<file path="config.mk">
export PLATFORM = sky130hd
export DESIGN_NAME = mfls_top
export DESIGN_NICKNAME = d
export VERILOG_FILES = /design/src/verilog/mfls_pkg.sv /design/src/verilog/mfls_top.sv
export VERILOG_INCLUDE_DIRS = /design/src /design/src/verilog
export SDC_FILE = /design/constraint.sdc
export NUM_CORES = 1
export LEC_CHECK = 0
export ABC_AREA = 0
export BUFFER_PORTS_ARGS = -buffer_cell sky130_fd_sc_hd__buf_2
export CAP_MARGIN = 20
export CORE_MARGIN = 2
export CORE_UTILIZATION = 48
export CTS_CLUSTER_SIZE = 30
export DETAILED_ROUTE_END_ITERATION = 8
export PLACE_DENSITY_LB_ADDON = 0.08
export SLEW_MARGIN = 20
export SYNTH_ARGS = -nofsm -noshare
export SYNTH_HDL_FRONTEND = slang
export SYNTH_SLANG_ARGS = --single-unit
</file>
<file path="constraint.sdc">
create_clock -name clk_sys_i -period 11.1 [get_ports clk_sys_i]
set_input_delay 0.555 -clock clk_sys_i [delete_from_list [all_inputs] [get_ports clk_sys_i]]
set_output_delay 0.555 -clock clk_sys_i [all_outputs]
set_load 0.02 [all_outputs]
</file>
<file path="src/verilog/mfls_regs.svh">
// register offsets, fields, reset values and widths of the light switch
//
// Summary of operation
// - a rising edge on the push input switches the output on.
// - push held for hold_span from off enters permanent light, no off delay.
// - push released before hold_span starts off-delay timing of off_delay_span.
// - during off delay the output clears when elapsed_clock equals off_delay_span.
// - optional pre-warning drops output for warning_length, warning_lead before the end.
// - another push while output active clears the timer and the output.
// - the clear input zeroes elapsed_clock and forces the output low, above all.
// - without retention, power return clears output and elapsed time.
// - with retention, output and elapsed time survive power loss.
// - each of the four times is a constant or a live outside value.
`ifndef MFLS_REGS_SVH
`define MFLS_REGS_SVH
`define MFLS_AW           4
`define MFLS_TW           16
`define MFLS_OFS_CTRL     4'h0
`define MFLS_OFS_OFF      4'h1
`define MFLS_OFS_HOLD     4'h2
`define MFLS_OFS_LEAD     4'h3
`define MFLS_OFS_LEN      4'h4
`define MFLS_OFS_STAT     4'h5
`define MFLS_OFS_ELAP     4'h6
`define MFLS_CTRL_WARN    0
`define MFLS_CTRL_RET     1
`define MFLS_CTRL_SRC_LO  4
`define MFLS_CTRL_W       8
`define MFLS_CTRL_RST     8'h00
`define MFLS_OFF_RST      16'h000A
`define MFLS_HOLD_RST     16'h0005
`define MFLS_LEAD_RST     16'h0003
`define MFLS_LEN_RST      16'h0001
`endif

</file>
<file path="src/verilog/mfls_pkg.sv">
// types shared by the light switch
package mfls_pkg;
  typedef enum logic [1:0] {
    MFLS_IDLE,
    MFLS_HOLD,
    MFLS_PERM,
    MFLS_DELAY
  } mfls_state_e;
  typedef logic [15:0] mfls_time_t;
endpackage

</file>
<file path="src/verilog/mfls_top.sv">
// multi-function light switch: pulse switch with off delay and permanent light
`timescale 1ns/1ps
`include "mfls_regs.svh"
module mfls_top (
  // clock and reset
  input  wire logic                clk_sys_i,
  input  wire logic                rst_i,
  // avalon-mm slave, word addressed
  input  wire logic [`MFLS_AW-1:0] avs_address_i,
  input  wire logic                avs_read_i,
  input  wire logic                avs_write_i,
  input  wire logic [31:0]         avs_writedata_i,
  input  wire logic [3:0]          avs_byteenable_i,
  output logic      [31:0]         avs_readdata_o,
  output logic                     avs_waitrequest_o,
  // switch inputs and time base
  input  wire logic                push_i,
  input  wire logic                clear_i,
  input  wire logic                tick_i,
  input  wire logic                scan_i,
  input  wire logic                power_up_i,
  // live values from other blocks
  input  wire logic [`MFLS_TW-1:0] live_off_i,
  input  wire logic [`MFLS_TW-1:0] live_hold_i,
  input  wire logic [`MFLS_TW-1:0] live_lead_i,
  input  wire logic [`MFLS_TW-1:0] live_len_i,
  // switched output
  output logic                     switch_output_o
);

  // byte-lane merge, used for every writable register
  function automatic logic [31:0] be_merge(input logic [31:0] old_v,
                                           input logic [31:0] new_v,
                                           input logic [3:0]  be);
    logic [31:0] m;
    m = {{8{be[3]}}, {8{be[2]}}, {8{be[1]}}, {8{be[0]}}};
    be_merge = (old_v & ~m) | (new_v & m);
  endfunction

  // constant or live value, chosen per time parameter
  function automatic mfls_pkg::mfls_time_t pick(input logic sel,
                                                input mfls_pkg::mfls_time_t k,
                                                input mfls_pkg::mfls_time_t v);
    pick = sel ? v : k;
  endfunction

  // registers
  logic [`MFLS_CTRL_W-1:0] ctrl_r;
  mfls_pkg::mfls_time_t    off_k_r;
  mfls_pkg::mfls_time_t    hold_k_r;
  mfls_pkg::mfls_time_t    lead_k_r;
  mfls_pkg::mfls_time_t    len_k_r;
  logic                    ack_r;
  logic [31:0]             rdata_r;

  // switch state
  mfls_pkg::mfls_state_e   state_r;
  mfls_pkg::mfls_state_e   state_nxt;
  mfls_pkg::mfls_time_t    elapsed_clock_r;
  mfls_pkg::mfls_time_t    elapsed_clock_nxt;
  mfls_pkg::mfls_time_t    hold_cnt_r;
  mfls_pkg::mfls_time_t    hold_cnt_nxt;
  logic                    push_prev_r;
  logic                    out_r;
  logic                    out_nxt;

  // bus decode
  wire logic       bus_req   = avs_read_i | avs_write_i;
  wire logic       wr_go     = avs_write_i & ack_r;
  wire logic       sel_ctrl  = (avs_address_i == `MFLS_OFS_CTRL);
  wire logic       sel_off   = (avs_address_i == `MFLS_OFS_OFF);
  wire logic       sel_hold  = (avs_address_i == `MFLS_OFS_HOLD);
  wire logic       sel_lead  = (avs_address_i == `MFLS_OFS_LEAD);
  wire logic       sel_len   = (avs_address_i == `MFLS_OFS_LEN);
  wire logic       sel_stat  = (avs_address_i == `MFLS_OFS_STAT);
  wire logic       sel_elap  = (avs_address_i == `MFLS_OFS_ELAP);
  wire logic [31:0] wmerge_ctrl = be_merge({24'h000000, ctrl_r}, avs_writedata_i,
                                           avs_byteenable_i);
  wire logic [31:0] wmerge_off  = be_merge({16'h0000, off_k_r}, avs_writedata_i,
                                           avs_byteenable_i);
  wire logic [31:0] wmerge_hold = be_merge({16'h0000, hold_k_r}, avs_writedata_i,
                                           avs_byteenable_i);
  wire logic [31:0] wmerge_lead = be_merge({16'h0000, lead_k_r}, avs_writedata_i,
                                           avs_byteenable_i);
  wire logic [31:0] wmerge_len  = be_merge({16'h0000, len_k_r}, avs_writedata_i,
                                           avs_byteenable_i);

  // read mux; unmapped words read zero
  logic [31:0] rmux;
  always_comb begin
    if (sel_ctrl) begin
      rmux = {24'h000000, ctrl_r};
    end else if (sel_off) begin
      rmux = {16'h0000, off_k_r};
    end else if (sel_hold) begin
      rmux = {16'h0000, hold_k_r};
    end else if (sel_lead) begin
      rmux = {16'h0000, lead_k_r};
    end else if (sel_len) begin
      rmux = {16'h0000, len_k_r};
    end else if (sel_stat) begin
      rmux = {28'h0000000, state_r, push_prev_r, out_r};
    end else if (sel_elap) begin
      rmux = {16'h0000, elapsed_clock_r};
    end else begin
      rmux = 32'h00000000;
    end
  end

  // one wait state per access, so read data is always registered
  assign avs_waitrequest_o = bus_req & ~ack_r;
  assign avs_readdata_o    = rdata_r;

  always_ff @(posedge clk_sys_i) begin
    if (rst_i) begin
      ack_r   <= 1'b0;
      rdata_r <= 32'h00000000;
    end else begin
      ack_r   <= bus_req & ~ack_r;
      rdata_r <= rmux;
    end
  end

  always_ff @(posedge clk_sys_i) begin
    if (rst_i) begin
      ctrl_r   <= `MFLS_CTRL_RST;
      off_k_r  <= `MFLS_OFF_RST;
      hold_k_r <= `MFLS_HOLD_RST;
      lead_k_r <= `MFLS_LEAD_RST;
      len_k_r  <= `MFLS_LEN_RST;
    end else if (wr_go) begin
      if (sel_ctrl) ctrl_r <= wmerge_ctrl[`MFLS_CTRL_W-1:0];
      if (sel_off)  off_k_r  <= wmerge_off[15:0];
      if (sel_hold) hold_k_r <= wmerge_hold[15:0];
      if (sel_lead) lead_k_r <= wmerge_lead[15:0];
      if (sel_len)  len_k_r  <= wmerge_len[15:0];
    end
  end

  // effective times; live values are taken each cycle, no latching
  wire logic [3:0] src = ctrl_r[`MFLS_CTRL_SRC_LO+3:`MFLS_CTRL_SRC_LO];
  wire mfls_pkg::mfls_time_t off_delay_span = pick(src[0], off_k_r,  live_off_i);
  wire mfls_pkg::mfls_time_t hold_span      = pick(src[1], hold_k_r, live_hold_i);
  wire mfls_pkg::mfls_time_t warning_lead   = pick(src[2], lead_k_r, live_lead_i);
  wire mfls_pkg::mfls_time_t warning_length = pick(src[3], len_k_r,  live_len_i);
  wire logic warn_en = ctrl_r[`MFLS_CTRL_WARN];
  wire logic retain  = ctrl_r[`MFLS_CTRL_RET];

  // comparisons; a lead longer than the delay warns from the start
  wire logic push_rise = scan_i & push_i & ~push_prev_r;
  wire logic push_fall = scan_i & ~push_i;
  wire logic hold_done = scan_i & (hold_cnt_r >= hold_span);
  wire logic off_done  = scan_i & (elapsed_clock_r == off_delay_span);
  wire logic [16:0] warn_from = (warning_lead > off_delay_span) ? 17'h00000 :
                                {1'b0, off_delay_span} - {1'b0, warning_lead};
  wire logic [16:0] warn_to   = warn_from + {1'b0, warning_length};
  wire logic in_warn   = warn_en & (state_r == mfls_pkg::MFLS_DELAY) &
                         ({1'b0, elapsed_clock_r} >= warn_from) &
                         ({1'b0, elapsed_clock_r} <  warn_to);
  wire logic lost_state = power_up_i & ~retain;

  // next state; the clear input and power return take priority
  always_comb begin
    state_nxt         = state_r;
    elapsed_clock_nxt = elapsed_clock_r;
    hold_cnt_nxt      = hold_cnt_r;
    out_nxt           = out_r;
    if (clear_i) begin
      state_nxt         = mfls_pkg::MFLS_IDLE;
      elapsed_clock_nxt = 16'h0000;
      hold_cnt_nxt      = 16'h0000;
      out_nxt           = 1'b0;
    end else if (lost_state) begin
      state_nxt         = mfls_pkg::MFLS_IDLE;
      elapsed_clock_nxt = 16'h0000;
      hold_cnt_nxt      = 16'h0000;
      out_nxt           = 1'b0;
    end else if (power_up_i) begin
      state_nxt = state_r;
    end else if (push_rise && state_r != mfls_pkg::MFLS_IDLE) begin
      state_nxt         = mfls_pkg::MFLS_IDLE;
      elapsed_clock_nxt = 16'h0000;
      hold_cnt_nxt      = 16'h0000;
      out_nxt           = 1'b0;
    end else begin
      case (state_r)
        mfls_pkg::MFLS_IDLE: begin
          if (push_rise) begin
            state_nxt    = mfls_pkg::MFLS_HOLD;
            hold_cnt_nxt = 16'h0000;
            out_nxt      = 1'b1;
          end
        end
        mfls_pkg::MFLS_HOLD: begin
          if (push_fall) begin
            state_nxt         = mfls_pkg::MFLS_DELAY;
            elapsed_clock_nxt = 16'h0000;
          end else if (hold_done) begin
            state_nxt = mfls_pkg::MFLS_PERM;
            out_nxt   = 1'b1;
          end else if (tick_i) begin
            hold_cnt_nxt = hold_cnt_r + 16'h0001;
          end
        end
        mfls_pkg::MFLS_PERM: begin
          out_nxt = 1'b1;
        end
        mfls_pkg::MFLS_DELAY: begin
          if (off_done) begin
            state_nxt = mfls_pkg::MFLS_IDLE;
            out_nxt   = 1'b0;
          end else begin
            out_nxt = ~in_warn;
            if (tick_i && elapsed_clock_r != off_delay_span) begin
              elapsed_clock_nxt = elapsed_clock_r + 16'h0001;
            end
          end
        end
        default: begin
          state_nxt = mfls_pkg::MFLS_IDLE;
          out_nxt   = 1'b0;
        end
      endcase
    end
  end

  // edge memory moves only on scans, so a pulse between scans is not seen
  always_ff @(posedge clk_sys_i) begin
    if (rst_i) begin
      push_prev_r <= 1'b0;
    end else if (scan_i) begin
      // tracked through clear too, so a release during clear is not lost
      push_prev_r <= push_i;
    end
  end

  always_ff @(posedge clk_sys_i) begin
    if (rst_i) begin
      state_r         <= mfls_pkg::MFLS_IDLE;
      elapsed_clock_r <= 16'h0000;
      hold_cnt_r      <= 16'h0000;
      out_r           <= 1'b0;
    end else begin
      state_r         <= state_nxt;
      elapsed_clock_r <= elapsed_clock_nxt;
      hold_cnt_r      <= hold_cnt_nxt;
      out_r           <= out_nxt;
    end
  end

  assign switch_output_o = out_r;
endmodule

</file>
==> reports/metrics.yaml <==
yosys.area.top_type_share_pct: 27.5
cts_buffers: 17
grt_max_degree: 85
diodes: 0
cts_tree: "done"
wl_per_cell_um: 19.5
skew_ns: 0.0139
synth-seq-cells: 125
maxCapViolations: 0
p_switching_uw: 330
synth_area_mm2: 0.00910
powerDensity_mw_per_mm2: 109
gp_congestion: 0.924
path_max_fanout: 18
grt_remaining_overflow: 0
drc_errors: 0
cts_resized: 0
postCtsSetupBuffers: 0
routed-via-count: 8297
combPwrFrac_pct: 10.5
drt_first_iter_violations: 527
start_kind: "flop"
async_flop_share_pct: 0
grt_pass1_vias: 7784
core-area_mm2: 0.0186
path_class: "flop to flop"
ir_drop_uv: 102
grt_first_pass_wirelength_um: 42700
crit_path_end_kind: "flop"
critPathTopFamily: "compound AO/OA/AOI/OAI gates"
dieWidth_um: 142
endpoint: "switch_output_o$_SDFFE_PP0P_"
cp.depth: 28
tightest_slew_ns: 1.07
postSynthCellCount: 1085
syn_avg_cell_area_um2: 8.39
outcome: "finished clean"
crit_buf_inv: 3
hold_viol_final: 0
slowest_stage: "dfxtp_1"
wl_um: 27900
relSlewSlack_pct: 28.3
leakage_uw: 0.00433
dieArea_mm2: 0.0201
htree_levels: 4
clk_latency_ns: 0.43
grt_busiest_layer: "met2"
synth-main-ff-cell: "dfxtp_1"
period_needed_ns: 6.72
p_seq_share_pct: 40.3
p_sw_share_pct: 29.4
min_path_type: "input port to flop"
final_cell_mix: "140 x nor2_1, 125 x dfxtp_1, 112 x buf_2"
post-place-cells: 1395
antenna_found_initial: 0
grtUsageMet1_pct: 38.9
final_nets: 1376
yosysSeqAreaShare_pct: 27.5
period_share_pct: 60.5
hpwl_um: 21400
syn_to_final_growth_pct: 13.5
reg2reg_slack_ns: 4.38
synth_top_area_cell: "dfxtp_1"
ys_warn_count: 0
via_per_inst: 5.81
synth-edff-count: 0
max_freq_ghz: 0.149
cp.required_ns: 11.39
yosys-top-cells-area: "dfxtp_1 27%, mux2i_1 12%, ha_1 11%"
io_buffers: 112
initial_utilization_pct: 48.8
num_rows: 50
cts-root-buf: "clkbuf_16"
drive_above_1_share_pct: 16.2
rsz0062_at_grt: "false"
final_common_cell: "nor2_1"
power_frac_clock_pct: 49.2
ant_nets: 0
holdWs_ns: 0.408
final_max_slew_viol_count: 0
timing.rr.end: "switch_output_o$_SDFFE_PP0P_"
setup_tns_ns: 0
finalSetupViolCount: 0
intPower_uw: 793
grt_use_met2_pct: 42.0
final_cells: 1427
io_pins: 147
cts_buffer_depth: 2
grtUsageMet3_pct: 6.21
synth_cell_types: 68
first_pass_iters: 5
ff2ff_path_depth: 28
clk_pin_slew_worst_paths_ns: 0.07
total_power_uw: 1120
ctsHoldBuffers: 0
clock_sinks: 125
chipHeight_um: 142
critPathMaxStageDelay_ns: 1.02
worst_ep_arrival_time_ns: 7.01
grt.total_usage_pct: 27.8
logic make-up after synthesis:
family	after synthesis	share of synthesized area [%]
AND/OR/NAND/NOR	354	18.3
AO/OA/AOI/OAI	232	16.2
multiplexers	143	16.4
flip-flops	125	27.5
buffers and inverters	92	4.74
adder cells (fa/ha/maj)	84	11.7
XOR/XNOR	54	5.20
other	1	0.0412
Yosys cell counts, types with 5 or more instances:
library cell	instances
a32oi_1	5
nand4_1	9
ha_1	81
xor2_1	27
mux2i_1	108
mux2_2	30
nand3_1	23
nor4_1	5
nor3_1	16
o21a_1	7
nor2b_1	15
a211oi_1	7
clkbuf_1	31
or3_1	17
a21oi_1	70
buf_4	16
a221oi_1	13
nor2_1	140
o21ai_0	54
nand2b_1	11
o211ai_1	10
dfxtp_1	125
a21o_1	13
and2_1	8
inv_1	35
and3_1	9
xnor2_1	27
a211o_1	5
nand2_1	79
o2111ai_1	5
o21ai_1	10
power by group through the flow:
stage	combinational (µW)	clock, µW	sequential [µW]
2_1_floorplan	75.7	0	463
3_3_place_gp	117	0	463
3_5_place_dp	117	0	463
4_1_cts	118	559	452
5_1_grt	131	578	452
6_report	118	552	452
per-layer routing:
metal	vias to the layer above	part of all wire, %
met4	0	2.8
met1	3914	47
met3	43	6.9
met5	-	0
met2	263	43
li1	4077	-
layout make-up:
class	count	area, µm²
Fill cell	1777	8320
Clock inverter	15	145
Inverter	35	131
Tap cell	234	293
Sequential cell	125	2500
Clock buffer	17	425
Multi-Input combinational cell	883	6220
Timing Repair Buffer	118	606
stage by stage:
stage                     instance area, µm²  util (%)  worst slack (ns)
final                                  10300      55.4              4.38
after global routing                   10300      55.4              3.86
after CTS                              10300      55.4              4.39
after detailed placement                9760      52.3              4.42
after global placement                  9760      52.3              4.47
after floorplan                         9160         -              5.56
worst min-delay path: stages:
cell and delay, ns:
buf_2 0.07, nor2_1 0.04, nor3_1 0.12
how the worst min path moves through the flow:
stage,startpoint,end,slack (ns),cells past startpoint
after floorplan,flop,flop,0.44,2
after global placement,flop,flop,0.45,2
after detailed placement,flop,flop,0.45,2
after CTS,avs_read_i,ack_r$_SDFF_PP0_,0.39,3
after global routing,avs_read_i,ack_r$_SDFF_PP0_,0.41,3
final,avs_read_i,ack_r$_SDFF_PP0_,0.41,3
(Power assumes the default switching activity.)
